<file path="src/core/oim_consts.svh">
/*
  Offsets, field positions, reset values and timing counts of the
  oversampled IIR measurement block.
  Assumes a 32-bit AXI4-Lite bus with byte addresses and a 10 MHz clock.
*/
`ifndef OIM_CONSTS_SVH
`define OIM_CONSTS_SVH

// ****************************************************************
// Register byte offsets.
// ****************************************************************
`define OIM_ADDR_W 8
`define OIM_REG_POWER_CONTROL 8'h00
`define OIM_REG_OSR 8'h04
`define OIM_REG_CONFIG 8'h08
`define OIM_REG_STATUS 8'h0c
`define OIM_REG_PRESS_DATA 8'h10
`define OIM_REG_TEMP_DATA 8'h14

// ****************************************************************
// Field positions and reset values.
// ****************************************************************
`define OIM_PC_PRESS_EN 0
`define OIM_PC_TEMP_EN 1
`define OIM_PC_MODE_LO 4
`define OIM_OSR_P_LO 0
`define OIM_OSR_T_LO 3
`define OIM_CFG_FILT_LO 1
`define OIM_MODE_SLEEP 2'h0
`define OIM_MODE_NORMAL 2'h3
`define OIM_OSR_MAX 3'h5
`define OIM_FILT_OFF 3'h0
`define OIM_BASE_BITS 5'h10
`define OIM_RESP_OKAY 2'h0
`define OIM_RESP_SLVERR 2'h2

// ****************************************************************
// Timing.
// ****************************************************************
`define OIM_CLK_NS 100
`define OIM_STANDBY_NS 5000000
`define OIM_STANDBY_CYCLES (`OIM_STANDBY_NS / `OIM_CLK_NS)

`endif

</file>
<file path="src/core/oim_pkg.sv">
/*
  Types of the oversampled IIR measurement block.
  Assumes oim_consts.svh for all numeric constants.
*/
package oim_pkg;

  // Sequencer states.
  typedef enum logic [1:0] {ST_IDLE, ST_MEAS, ST_STANDBY} oim_state_t;

  // One conversion request as handed to the converter.
  typedef struct packed {
    logic do_press;
    logic do_temp;
    logic [2:0] osr_p;
    logic [2:0] osr_t;
  } oim_conv_t;

endpackage

</file>
<file path="src/core/oim_filter.sv">
/*
  Measurement sequencer, resolution masking and IIR smoothing with an
  AXI4-Lite register slave.
  Assumes a converter on the same clock that takes conv_req and returns
  one conv_done pulse with the raw results, left aligned in 24 bits.
*/
// Added by the designer: the register addresses and the AXI4-Lite interface to the registers.
// Behaviour
// - Temperature converts only while power control bit 1 is set.
// - Temperature oversampling field bits 5:3, codes 0..5 give 1..32 samples.
// - Each oversampling doubling adds one result bit, 16 up to 21 bits.
// - New output is old times coefficient plus raw, over coefficient plus one.
// - Filter coefficient comes from the configuration register field.
// - Any write to the coefficient setting resets the filter.
// - After a filter reset the first sample passes and seeds memory.
// - Either enable bit falling resets the filter.
// - Sleep to normal mode transition resets the filter.
// - Newly enabled channel passes its next value unfiltered as seed.
// - Mode field 00 sleep, 01 or 10 forced, 11 normal.
// - Pressure converts only while power control bit 0 is set.
// - Forced mode measures once then returns to sleep, results kept.
`timescale 1ns/10ps
`include "oim_consts.svh"

module oim_filter import oim_pkg::*; #(
  parameter int STANDBY_CYCLES = `OIM_STANDBY_CYCLES
) (
  input wire logic aclk,
  input wire logic aresetn,
  input wire logic s_axi_awvalid,
  output logic s_axi_awready,
  input wire logic [`OIM_ADDR_W-1:0] s_axi_awaddr,
  input wire logic s_axi_wvalid,
  output logic s_axi_wready,
  input wire logic [31:0] s_axi_wdata,
  input wire logic [3:0] s_axi_wstrb,
  output logic s_axi_bvalid,
  input wire logic s_axi_bready,
  output logic [1:0] s_axi_bresp,
  input wire logic s_axi_arvalid,
  output logic s_axi_arready,
  input wire logic [`OIM_ADDR_W-1:0] s_axi_araddr,
  output logic s_axi_rvalid,
  input wire logic s_axi_rready,
  output logic [31:0] s_axi_rdata,
  output logic [1:0] s_axi_rresp,
  output logic conv_req,
  output oim_conv_t conv_cfg,
  input wire logic conv_done,
  input wire logic [23:0] raw_press,
  input wire logic [23:0] raw_temp
);
  // ****************************************************************
  // Parameter check.
  // ****************************************************************
  // The standby counter is 24 bits wide and must load at least zero.
  if (STANDBY_CYCLES < 1 || STANDBY_CYCLES > 24'hff_ffff) begin : g_bad_standby
    $error("STANDBY_CYCLES out of range");
  end

  // ****************************************************************
  // Helper functions.
  // ****************************************************************
  // Keeps 16 plus osr significant bits; unused codes act as the top one.
  function automatic logic [23:0] res_mask(input logic [23:0] x, input logic [2:0] osr);
    logic [2:0] o;
    o = (osr > `OIM_OSR_MAX) ? `OIM_OSR_MAX : osr;
    res_mask = x & ~(24'hff_ffff >> (`OIM_BASE_BITS + {2'h0, o}));
  endfunction
  // Coefficient is 2^k - 1, so the divide by coefficient plus one is a shift.
  function automatic logic [23:0] iir(input logic [23:0] old, input logic [23:0] x,
                                      input logic [2:0] k);
    logic [31:0] acc;
    acc = (({8'h00, old} << k) - {8'h00, old}) + {8'h00, x};
    iir = 24'(acc >> k);
  endfunction

  // ****************************************************************
  // State.
  // ****************************************************************
  logic aw_held, next_aw_held;
  logic [`OIM_ADDR_W-1:0] aw_addr, next_aw_addr;
  logic w_held, next_w_held;
  logic [7:0] w_byte, next_w_byte;
  logic w_lane, next_w_lane;
  logic bvalid, next_bvalid;
  logic [1:0] bresp, next_bresp;
  logic rvalid, next_rvalid;
  logic [31:0] rdata, next_rdata;
  logic [1:0] rresp, next_rresp;
  logic press_en, next_press_en;
  logic temp_en, next_temp_en;
  logic [1:0] pmode, next_pmode;
  logic [2:0] osr_p, next_osr_p;
  logic [2:0] osr_t, next_osr_t;
  logic [2:0] filt_code, next_filt_code;
  logic seed_p, next_seed_p;
  logic seed_t, next_seed_t;
  logic [23:0] press_data, next_press_data;
  logic [23:0] temp_data, next_temp_data;
  oim_state_t state, next_state;
  logic [23:0] cnt, next_cnt;
  logic req, next_req;
  oim_conv_t conv, next_conv;
  logic [23:0] xp, xt;
  logic [1:0] nm;
  // Handshake outputs are taken straight from the holding flags.
  assign s_axi_awready = !aw_held;
  assign s_axi_wready = !w_held;
  assign s_axi_bvalid = bvalid;
  assign s_axi_bresp = bresp;
  assign s_axi_arready = !rvalid;
  assign s_axi_rvalid = rvalid;
  assign s_axi_rdata = rdata;
  assign s_axi_rresp = rresp;
  assign conv_req = req;
  assign conv_cfg = conv;

  // ****************************************************************
  // Next-state logic.
  // ****************************************************************
  // Sequencer first, then bus writes, so a same-cycle filter reset keeps its seed flag.
  always_comb begin
    next_aw_held = aw_held;
    next_aw_addr = aw_addr;
    next_w_held = w_held;
    next_w_byte = w_byte;
    next_w_lane = w_lane;
    next_bvalid = bvalid;
    next_bresp = bresp;
    next_rvalid = rvalid;
    next_rdata = rdata;
    next_rresp = rresp;
    next_press_en = press_en;
    next_temp_en = temp_en;
    next_pmode = pmode;
    next_osr_p = osr_p;
    next_osr_t = osr_t;
    next_filt_code = filt_code;
    next_seed_p = seed_p;
    next_seed_t = seed_t;
    next_press_data = press_data;
    next_temp_data = temp_data;
    next_state = state;
    next_cnt = cnt;
    next_req = req;
    next_conv = conv;
    xp = res_mask(raw_press, conv.osr_p);
    xt = res_mask(raw_temp, conv.osr_t);
    nm = w_byte[`OIM_PC_MODE_LO +: 2];
    // Measurement sequencer.
    case (state)
      ST_IDLE: begin
        if (pmode != `OIM_MODE_SLEEP) begin
          if (press_en || temp_en) begin
            next_conv.do_press = press_en;
            next_conv.do_temp = temp_en;
            next_conv.osr_p = osr_p;
            next_conv.osr_t = osr_t;
            next_req = 1'b1;
            next_state = ST_MEAS;
          end else if (pmode != `OIM_MODE_NORMAL) begin
            next_pmode = `OIM_MODE_SLEEP;
          end
        end
      end
      ST_MEAS: begin
        if (conv_done) begin
          next_req = 1'b0;
          // Each channel's memory moves only on its own conversion.
          if (conv.do_press) begin
            next_press_data = (seed_p || filt_code == `OIM_FILT_OFF) ? xp :
                              iir(press_data, xp, filt_code);
            next_seed_p = 1'b0;
          end
          if (conv.do_temp) begin
            next_temp_data = (seed_t || filt_code == `OIM_FILT_OFF) ? xt :
                             iir(temp_data, xt, filt_code);
            next_seed_t = 1'b0;
          end
          if (pmode == `OIM_MODE_NORMAL) begin
            next_state = ST_STANDBY;
            next_cnt = 24'(STANDBY_CYCLES - 1);
          end else begin
            next_state = ST_IDLE;
            next_pmode = `OIM_MODE_SLEEP;
          end
        end
      end
      ST_STANDBY: begin
        if (pmode != `OIM_MODE_NORMAL || cnt == 24'h00_0000) begin
          next_state = ST_IDLE;
        end else begin
          next_cnt = cnt - 24'h00_0001;
        end
      end
      default: next_state = ST_IDLE;
    endcase
    // Write address and data are taken independently, in either order.
    if (s_axi_awvalid && !aw_held) begin
      next_aw_held = 1'b1;
      next_aw_addr = s_axi_awaddr;
    end
    if (s_axi_wvalid && !w_held) begin
      next_w_held = 1'b1;
      next_w_byte = s_axi_wdata[7:0];
      next_w_lane = s_axi_wstrb[0];
    end
    if (bvalid && s_axi_bready) begin
      next_bvalid = 1'b0;
    end
    // Register write once both halves are in and no response is pending.
    if (aw_held && w_held && !bvalid) begin
      next_aw_held = 1'b0;
      next_w_held = 1'b0;
      next_bvalid = 1'b1;
      next_bresp = `OIM_RESP_OKAY;
      if (aw_addr == `OIM_REG_POWER_CONTROL) begin
        if (w_lane) begin
          next_press_en = w_byte[`OIM_PC_PRESS_EN];
          next_temp_en = w_byte[`OIM_PC_TEMP_EN];
          next_pmode = nm;
          if (press_en != w_byte[`OIM_PC_PRESS_EN]) begin
            next_seed_p = 1'b1;
          end
          if (temp_en != w_byte[`OIM_PC_TEMP_EN]) begin
            next_seed_t = 1'b1;
          end
          // Any channel falling restarts both memories.
          if ((press_en && !w_byte[`OIM_PC_PRESS_EN]) ||
              (temp_en && !w_byte[`OIM_PC_TEMP_EN])) begin
            next_seed_p = 1'b1;
            next_seed_t = 1'b1;
          end
          if (pmode == `OIM_MODE_SLEEP && nm == `OIM_MODE_NORMAL) begin
            next_seed_p = 1'b1;
            next_seed_t = 1'b1;
          end
        end
      end else if (aw_addr == `OIM_REG_OSR) begin
        if (w_lane) begin
          next_osr_p = w_byte[`OIM_OSR_P_LO +: 3];
          next_osr_t = w_byte[`OIM_OSR_T_LO +: 3];
        end
      end else if (aw_addr == `OIM_REG_CONFIG) begin
        if (w_lane) begin
          next_filt_code = w_byte[`OIM_CFG_FILT_LO +: 3];
          next_seed_p = 1'b1;
          next_seed_t = 1'b1;
        end
      end else begin
        next_bresp = `OIM_RESP_SLVERR;
      end
    end
    // Reads answer one cycle after the address is taken.
    if (s_axi_arvalid && !rvalid) begin
      next_rvalid = 1'b1;
      next_rresp = `OIM_RESP_OKAY;
      if (s_axi_araddr == `OIM_REG_POWER_CONTROL) begin
        next_rdata = {26'h000_0000, pmode, 2'h0, temp_en, press_en};
      end else if (s_axi_araddr == `OIM_REG_OSR) begin
        next_rdata = {26'h000_0000, osr_t, osr_p};
      end else if (s_axi_araddr == `OIM_REG_CONFIG) begin
        next_rdata = {28'h000_0000, filt_code, 1'b0};
      end else if (s_axi_araddr == `OIM_REG_STATUS) begin
        next_rdata = {29'h000_0000, seed_t, seed_p, state != ST_IDLE};
      end else if (s_axi_araddr == `OIM_REG_PRESS_DATA) begin
        next_rdata = {8'h00, press_data};
      end else if (s_axi_araddr == `OIM_REG_TEMP_DATA) begin
        next_rdata = {8'h00, temp_data};
      end else begin
        next_rdata = 32'h0000_0000;
        next_rresp = `OIM_RESP_SLVERR;
      end
    end else if (rvalid && s_axi_rready) begin
      next_rvalid = 1'b0;
    end
    // Synchronous reset; the device wakes in sleep with memories seeded.
    if (!aresetn) begin
      next_aw_held = 1'b0;
      next_aw_addr = '0;
      next_w_held = 1'b0;
      next_w_byte = 8'h00;
      next_w_lane = 1'b0;
      next_bvalid = 1'b0;
      next_bresp = `OIM_RESP_OKAY;
      next_rvalid = 1'b0;
      next_rdata = 32'h0000_0000;
      next_rresp = `OIM_RESP_OKAY;
      next_press_en = 1'b0;
      next_temp_en = 1'b0;
      next_pmode = `OIM_MODE_SLEEP;
      next_osr_p = 3'h0;
      next_osr_t = 3'h0;
      next_filt_code = `OIM_FILT_OFF;
      next_seed_p = 1'b1;
      next_seed_t = 1'b1;
      next_press_data = 24'h00_0000;
      next_temp_data = 24'h00_0000;
      next_state = ST_IDLE;
      next_cnt = 24'h00_0000;
      next_req = 1'b0;
      next_conv = '0;
    end
  end
  // ****************************************************************
  // Registers.
  // ****************************************************************
  // Plain registering of every next value.
  always_ff @(posedge aclk) begin
    aw_held <= next_aw_held;
    aw_addr <= next_aw_addr;
    w_held <= next_w_held;
    w_byte <= next_w_byte;
    w_lane <= next_w_lane;
    bvalid <= next_bvalid;
    bresp <= next_bresp;
    rvalid <= next_rvalid;
    rdata <= next_rdata;
    rresp <= next_rresp;
    press_en <= next_press_en;
    temp_en <= next_temp_en;
    pmode <= next_pmode;
    osr_p <= next_osr_p;
    osr_t <= next_osr_t;
    filt_code <= next_filt_code;
    seed_p <= next_seed_p;
    seed_t <= next_seed_t;
    press_data <= next_press_data;
    temp_data <= next_temp_data;
    state <= next_state;
    cnt <= next_cnt;
    req <= next_req;
    conv <= next_conv;
  end

endmodule // oim_filter

</file>
<file path="config.mk">
export PLATFORM = sky130hd
export DESIGN_NAME = oim_filter
export DESIGN_NICKNAME = d
export VERILOG_FILES = /design/src/core/oim_pkg.sv /design/src/core/oim_filter.sv
export VERILOG_INCLUDE_DIRS = /design/src /design/src/core
export SDC_FILE = /design/constraint.sdc
export NUM_CORES = 1
export LEC_CHECK = 0
export BUFFER_PORTS_ARGS = -buffer_cell sky130_fd_sc_hd__buf_2
export CAP_MARGIN = 10
export CORE_MARGIN = 2
export CORE_UTILIZATION = 50
export DETAILED_ROUTE_END_ITERATION = 6
export GPL_TIMING_DRIVEN = 0
export PLACE_DENSITY = 0.76
export SETUP_SLACK_MARGIN = 0.5
export SLEW_MARGIN = 20
export SYNTH_ARGS = -nofsm -noshare
export SYNTH_HDL_FRONTEND = slang
export SYNTH_SLANG_ARGS = --single-unit
</file>
<file path="constraint.sdc">
create_clock -name aclk -period 12.3 [get_ports aclk]
set_input_delay 0.615 -clock aclk [delete_from_list [all_inputs] [get_ports aclk]]
set_output_delay 0.615 -clock aclk [all_outputs]
set_load 0.005 [all_outputs]
</file>
After elaboration in Yosys (flattened, before gate mapping)

Cells that the tools add are included.

Register bits: 153
Output and inout port bits: 50

Add/sub/neg operators: 7
Magnitude comparators: 2
Eq/ne operators: 20
Shift operators: 6
Muxes and demuxes: 70
Bitwise gates (word level): 7
Reduce and logical (&&, ||, !) cells: 43

Operator list:

| kind                  | count |
|---|---|
| $mux 24               | 11 |
| $add 32x24->32        | 2 |
| $shl 24x3->32         | 2 |
| $shr 32x3->24         | 2 |
| $sub 32x24->32        | 2 |
| $and 24x24->24        | 2 |
| $not 24->24           | 2 |
| $pmux 24 s2           | 1 |
| $shr 24x5->24 const A | 2 |
| $mux 2                | 22 |
| $mux 1                | 31 |
| $eq 8x4->1 const B    | 3 |
| $logic_not 24->1      | 1 |
| $sub 24x1->24 const B | 1 |
| $eq 8x3->1 const B    | 2 |
| $eq 8x5->1 const B    | 2 |
| $logic_not 8->1       | 2 |
| $reduce_and 4->1      | 4 |
| $ne 2x2->1 const B    | 7 |
| $reduce_and 3->1      | 4 |
| $reduce_bool 2->1     | 6 |
| $add 5x3->5 const A   | 2 |
| $logic_and 1x1->1     | 10 |
| $eq 2x2->1 const B    | 3 |
| 14 further kinds      | 29 |

Depth between registers and ports, before layout

Gate-level depths: netlist of the first run.

Word-level depth: 9
Gate-level depth with buffers: 20
Gate-level depth less buffers: 17

Least setup slack after synthesis of the first run

Ideal clock, no wire load.

Path type: reg-to-reg
Start: register filt_code[0]
End: register temp_data[19]
Library setup time: 0.130 ns
Arrival time: 4.786 ns
Data required time: 12.170 ns
Slack: 7.383 ns
Stages on the path, launching flop included: 20
Buffers on the path: 5
Period minus slack after synthesis: 4.917 ns
Path through: dfxtp_1 clkbuf_1 clkbuf_1 buf_1 clkbuf_1 mux2i_1 mux2i_1 fa_1 inv_1 ha_1 buf_2 nand3_1 or3_4 a21oi_2 o21ai_1 a211oi_1 nor3_2 mux4_2 nor3_1 a211oi_1

Cells in the longest elaborated chain, start to end: 5
Elaborated cells between the ends (all ways): 7
Those cells by class: add/sub (2); shift (2); mux (1); reduce/logical (2)

Ends and longest elaborated chain:

| element                | RTL line          | source |
|---|---|---|
| start, declared        | oim_filter.sv:96  | `logic [2:0] filt_code, next_filt_code;` |
| start signal, assigned | oim_filter.sv:326 | `filt_code <= next_filt_code;` |
| $shl 24x3->32          | oim_filter.sv:74  | `acc = (({8'h00, old} << k) - {8'h00, old}) + {8'h00, x};` |
| $sub 32x24->32         | oim_filter.sv:74  |  |
| $add 32x24->32         | oim_filter.sv:74  |  |
| $shr 32x3->24          | oim_filter.sv:75  | `iir = 24'(acc >> k);` |
| $mux 24 (*)            | oim_filter.sv:177 | `` next_temp_data = (seed_t \|\| filt_code == `OIM_FILT_OFF) ? xt : `` |
| end signal, assigned   | oim_filter.sv:330 | `temp_data <= next_temp_data;` |
| end, declared          | oim_filter.sv:100 | `logic [23:0] temp_data, next_temp_data;` |

Every way passes the cells marked *; elsewhere a longest branch is shown, timed or not.
A chain may end at the register's enable or synchronous reset.

Worst setup path after layout of the first run

Start: register filt_code[0]
End: register press_data[21]

Cells in the longest elaborated chain, start to end: 5
Elaborated cells between the ends (all ways): 7
Those cells by class: add/sub (2); shift (2); mux (1); reduce/logical (2)

Ends and longest elaborated chain:

| element              | RTL line          | source |
|---|---|---|
| $shl 24x3->32        | oim_filter.sv:74  |  |
| $sub 32x24->32       | oim_filter.sv:74  |  |
| $add 32x24->32       | oim_filter.sv:74  |  |
| $shr 32x3->24        | oim_filter.sv:75  |  |
| $mux 24 (*)          | oim_filter.sv:172 | `` next_press_data = (seed_p \|\| filt_code == `OIM_FILT_OFF) ? xp : `` |
| end signal, assigned | oim_filter.sv:329 | `press_data <= next_press_data;` |
| end, declared        | oim_filter.sv:99  | `logic [23:0] press_data, next_press_data;` |

Marked as above.

==> results.tsv, run 1 <==
metric	value	unit
outcome	finished with violations	
violations	design-rule violations	
clockPowerShare	0.401	
start_kind	register	
p_int	898	uW
switching_share	0.346	
hp-start	s_axi_wvalid	
timing.slew.headroom	0.120	
slowest_delay	0.74	ns
dp.final_hpwl	45100	um
cts.clk_slew.worst_paths	0.08	ns
rsz0062_at_grt	false	
reg2reg_depth	19	
hold_path_end	w_held	
cp.required	12.68	ns
ant_nets	0	
coreArea	29800	sq um
path_buf_inv	5	
maxSlewViolCount	0	
dp_cells	2402	
drt-total-wl	57800	um
cp_max_fo	10	
grt_pass1_wl	88300	um
worst_pin_slew	1.31	ns
final_hold_viol_count	0	
crit_start	filt_code[0]	
die_area	31800	sq um
rrSetupSlack	5.26	ns
final_cell_mix	inv_1, nand2_1, a21oi_1	
fin_crit_sh	0.573	
synthCells	1889	
final_common_cell	inv_1	
fmax	142	MHz
post_cts_buffers	0	
cp_slowest_cell	clkbuf_1	
rows	63	
grt_pass1_vias	15300	
switchingPower	475	uW
num_antenna_cells	0	
die-width	178	um
post_drt_wl_per_cell	23.8	um
clkLatencyLatePin	0.44	ns
gr-total-overflow	0	
p_seq_frac	0.345	
p_comb_frac	0.254	
antenna_found_initial	0	
cts_hold_buf	0	
fp.dieH	178	um
critPathKind	reg2reg	
htreeDepth	4	
period_minus_slack	7.04	ns
firstDrtPassIters	7	
ys.flop_type	dfxtp_1	
vdd_drop_max	80.1	uV
ys_warn_count	0	
hold_path_depth	3	
path_common_cell	a21oi_1	
drive_above_1_share	0.136	
reg2reg_to	press_data[21]	
tns	0	ns
final_nets	2250	
num_vias	16000	
avgSynthCellArea	8.03	sq um
timing.final.ws_setup	5.26	ns
crit_arrival	7.42	ns
cts_resized	0	
end_kind	register	
cpLargestDelayFamily	compound AO/OA/AOI/OAI gates	
netlist_area	15200	sq um
drtIter0Drc	1976	
start_util	0.509	
root_buffer	clkbuf_16	
grt_max_degree	18	
rr_startpoint	filt_code[0]	
setup_viol	0	
hold_path_class	in2reg	
drv_cap	0	
gp_congestion	1.04	
tritoncts	built	
synthArstFlopShare	0	
cts_buffers	17	
skew	0.0151	ns
vias_per_cell	6.56	
ios	158	
grt_usage	0.365	
clk_path_buf_depth	2	
synth_edf_count	0	
area_delta_synth_final	11.2	%
port_buffers	111	
synth-seq-cells	143	
drcViolationCount	35	
path_cells	clkbuf_1 > clkbuf_1 > buf_1 > clkbuf_1 > a211oi_1 > a21oi_1 > a21oi_1 > fa_1 > inv_1 > ha_1 > a21o_1 > a31oi_2 > a21oi_1 > o31ai_2 > a211oi_1 > o21a_1 > o311ai_0 > o211ai_1 > a21oi_1	
p_total	1.37	mW
final_cells	2434	
seq_area_frac_synth	0.189	
clock-sinks	143	
power.density	81.4	nW/um^2
dp_slack	5.59	ns
fin_hold_ws	0.400	ns
synth_cell_type_count	91	
p_leak	7.21	nW
[kinds of logic after synthesis]
group | Yosys count | synth area share
fa+ha+maj | 111 | 0.115
other cells | 2 | 0.000495
compound gates | 509 | 0.228
mux | 193 | 0.169
flops | 143 | 0.189
xor+xnor | 67 | 0.0387
simple gates | 567 | 0.183
buf+inv | 297 | 0.0772
[power by group through the flow]
stage          Combinational, mW  Sequential, mW  Clock [mW]
2_1_floorplan              0.237           0.483           0
3_3_place_gp               0.330           0.484           0
3_5_place_dp               0.335           0.484           0
4_1_cts                    0.338           0.474       0.548
5_1_grt                    0.376           0.474       0.568
6_report                   0.349           0.474       0.551
[cells in the mapped netlist (all sizes together) (20+ instances only)]
master | number | area, sq um
xnor2 | 37 | 324
mux2i | 125 | 1250
xor2 | 30 | 263
nor3 | 56 | 297
nand3 | 43 | 215
buf | 46 | 228
inv | 166 | 623
nor2b | 71 | 444
ha | 63 | 788
mux4 | 49 | 1100
a211oi | 25 | 193
a21boi | 20 | 150
o21ai | 82 | 414
o211ai | 30 | 225
nand2 | 158 | 596
fa | 48 | 961
o221ai | 24 | 210
a21oi | 160 | 816
clkbuf | 83 | 313
nor2 | 129 | 489
dfxtp | 143 | 2860
[layout make-up]
| class | count | area, sq um |
|---|---|---|
| plain buffers | 129 | 542 |
| clock buffers | 17 | 425 |
| clock inverters | 15 | 188 |
| fillers | 2722 | 12900 |
| inverters | 168 | 631 |
| multi-input cells | 1461 | 11200 |
| flip-flops and latches | 143 | 2860 |
| well taps | 390 | 488 |
| repair buffers | 111 | 556 |
[worst reg2reg max path: cells and delay by family (launching register included)]
kind / cells / cell delay (ns)
AOI/OAI and AO/OA: 12 / 3.20
DFF: 1 / 0.35
adders and majority gates: 2 / 0.93
buffers and inverters: 5 / 2.50
[worst max path at each step]
stage | endpoint | cells past startpoint
floorplan | temp_data[19] | 19
global placement | press_data[21] | 19
detailed placement | press_data[21] | 19
CTS | press_data[21] | 19
global route | press_data[21] | 19
finish | press_data[21] | 19
[sequential cells by signal, indices dropped and copies added, names as in the netlist, 6 cells and up]
signal / flops
aw_addr: 8
cnt: 24
conv_cfg: 8
press_data: 24
s_axi_rdata: 24
temp_data: 24
w_byte: 6
[metal layers]
| layer | GRT usage | vias up | wire (um) |
|---|---|---|---|
| met3 | 0.0884 | 247 | 6750 |
| met2 | 0.567 | 1126 | 25000 |
| li1 | - | 7086 | - |
| met1 | 0.474 | 7499 | 22700 |
| met5 | 0 | - | 0 |
| met4 | 0.185 | 0 | 3450 |
[stage by stage]
| stage | cell area (sq um) | utilization |
|---|---|---|
| after global routing | 16900 | 0.567 |
| after global placement | 16300 | 0.546 |
| final | 16900 | 0.567 |
| after CTS | 16900 | 0.566 |
| after floorplan | 15200 | - |
| after detailed placement | 16300 | 0.546 |
No activity file was read; power rests on OpenSTA's default activity.
==> run 2: changes to the inputs <==
Clock period 12.3 ns to 6.9 ns, I/O delays scaled along.
==> run 2 against run 1 <==
Total power increased by 78%. Flip-flop and latch count unchanged. Clock power increased by 79%. Largest cell class unchanged. Fmax increased by 15%. Worst hold slack got worse by 0.27 ns. First-iteration DRC count decreased by 5.0%. Combinational power increased by 78%. The run now ends clean.
==> results.tsv, run 2 (synthesis results as in run 1) <==
metric	value	unit	change
fp.dieH	178	um	unchanged
clk_path_buf_depth	2		unchanged
htreeDepth	4		unchanged
cts_buffers	17		unchanged
final_cells	2434		unchanged
grt_max_degree	18		unchanged
grt_usage	0.366		+0.000866
maxSlewViolCount	0		unchanged
num_vias	15900		-0.088%
dp_cells	2402		unchanged
port_buffers	111		unchanged
tns	0	ns	unchanged
die-width	178	um	unchanged
end_kind	register		
cp_max_fo	10		unchanged
clockPowerShare	0.402		about the same
drv_cap	0		unchanged
worst_pin_slew	1.25	ns	-0.0669 ns
skew	0.0132	ns	-0.00194 ns
firstDrtPassIters	6		-1
final_cell_mix	inv_1, nand2_1, a21oi_1		
period_minus_slack	6.14	ns	-0.908 ns
drt-total-wl	58000	um	+0.33%
area_delta_synth_final	11.4	%	
dp_slack	0.188	ns	-5.40 ns
drtIter0Drc	1878		-5.0%
vdd_drop_max	137	uV	+71%
crit_arrival	6.52	ns	-0.90 ns
p_int	1.60	mW	+78%
vias_per_cell	6.55		about the same
num_antenna_cells	0		unchanged
gr-total-overflow	0		unchanged
setup_viol	0		unchanged
final_nets	2250		unchanged
p_leak	7.26	nW	+0.67%
grt_pass1_vias	15300		-0.020%
post_drt_wl_per_cell	23.8	um	+0.33%
rsz0062_at_grt	false		
hold_path_depth	3		unchanged
start_util	0.509		unchanged
postLayoutCoreUtil	0.567		+0.000798
final_common_cell	inv_1		
p_comb_frac	0.254		about the same
timing.final.ws_setup	0.764	ns	-4.49 ns
switchingPower	850	uW	+79%
root_buffer	clkbuf_16		
outcome	finished clean		
fmax	163	MHz	+15%
gp_congestion	1.04		unchanged
start_kind	register		
fin_crit_sh	0.889		+0.317
drcViolationCount	0		-100%
switching_share	0.347		+0.000880
drive_above_1_share	0.143		+0.00685
cts.clk_slew.worst_paths	0.07	ns	about the same
hold_path_class	in2reg		
timing.slew.headroom	0.165		+0.0447
rows	63		unchanged
power.density	145	nW/um^2	+78%
die_area	31800	sq um	unchanged
antenna_found_initial	0		unchanged
fill_cells	2724		+0.073%
clkLatencyLatePin	0.44	ns	about the same
fin_hold_ws	0.126	ns	-0.273 ns
tritoncts	built		
final_hold_viol_count	0		unchanged
reg2reg_depth	17		-2
grt_pass1_wl	88400	um	+0.15%
coreArea	29800	sq um	unchanged
cp.required	7.29	ns	-5.39 ns
dp.final_hpwl	45100	um	unchanged
clock-sinks	143		unchanged
p_seq_frac	0.345		about the same
critPathKind	reg2reg		
post_cts_buffers	0		unchanged
ios	158		unchanged
ant_nets	0		unchanged
cts_hold_buf	0		unchanged
-- run 2: final timing paths --
kind                     start             end  slack [ns]
setup / recovery  filt_code[2]  press_data[10]        0.76
hold / removal    s_axi_wvalid          w_held        0.13
setup reg to reg  filt_code[2]  press_data[10]        0.76
hold reg to reg      w_byte[1]         temp_en        0.48
-- run 2: area by class of cell --
| class | instances | area (sq um) | share of cell area |
|---|---|---|---|
| multi-input combinational | 1461 | 11200 | 0.662 |
| sequential | 143 | 2860 | 0.169 |
| inverter | 168 | 631 | 0.0373 |
| buffer | 129 | 566 | 0.0335 |
| timing repair buffer | 111 | 556 | 0.0329 |
| tap | 390 | 488 | 0.0289 |
| clock buffer | 17 | 425 | 0.0252 |
| clock inverter | 15 | 188 | 0.0111 |
-- run 2: what timing repair did --
item / CTS / global route
gates cloned: 0 / 0
gates resized for setup: 5 / 21
hold endpoints to repair: 0 / 0
setup endpoints to repair: 28 / 36
-- run 2: metal layers --
metal	wire, um	global-route usage	vias up	part of all wire
li1	-	-	7084	-
met5	0	0	-	0
met4	3440	0.180	0	0.059
met2	25100	0.571	1135	0.43
met1	22700	0.477	7495	0.39
met3	6830	0.0867	230	0.12
-- run 2: critical path: stages, from the launching register on --
cell and delay, ns:
dfxtp_1 0.39, clkbuf_1 0.49, buf_1 0.66, clkbuf_1 0.64, or3_1 0.23, fa_1 0.41
inv_1 0.06, ha_1 0.18, inv_1 0.07, fa_1 0.41, nor2b_1 0.26, o2111a_1 0.27
o21ai_0 0.12, o311ai_0 0.93, mux4_2 0.44, nor3_1 0.05, a211oi_1 0.29, a22o_1 0.17
-- run 2: power by group through the flow --
| stage | Sequential [mW] | Combinational (mW) | Clock, mW |
|---|---|---|---|
| global route | 0.846 | 0.670 | 1.01 |
| global placement | 0.863 | 0.589 | 0 |
| floorplan | 0.861 | 0.423 | 0 |
| detailed placement | 0.863 | 0.598 | 0 |
| CTS | 0.844 | 0.602 | 0.976 |
| finish | 0.844 | 0.622 | 0.985 |
-- run 2: metrics by stage --
stage | total power [mW] | cell area [sq um]
floorplan | 1.28 | 15200
global placement | 1.45 | 16300
detailed placement | 1.46 | 16300
CTS | 2.42 | 16900
global route | 2.53 | 16900
finish | 2.45 | 16900
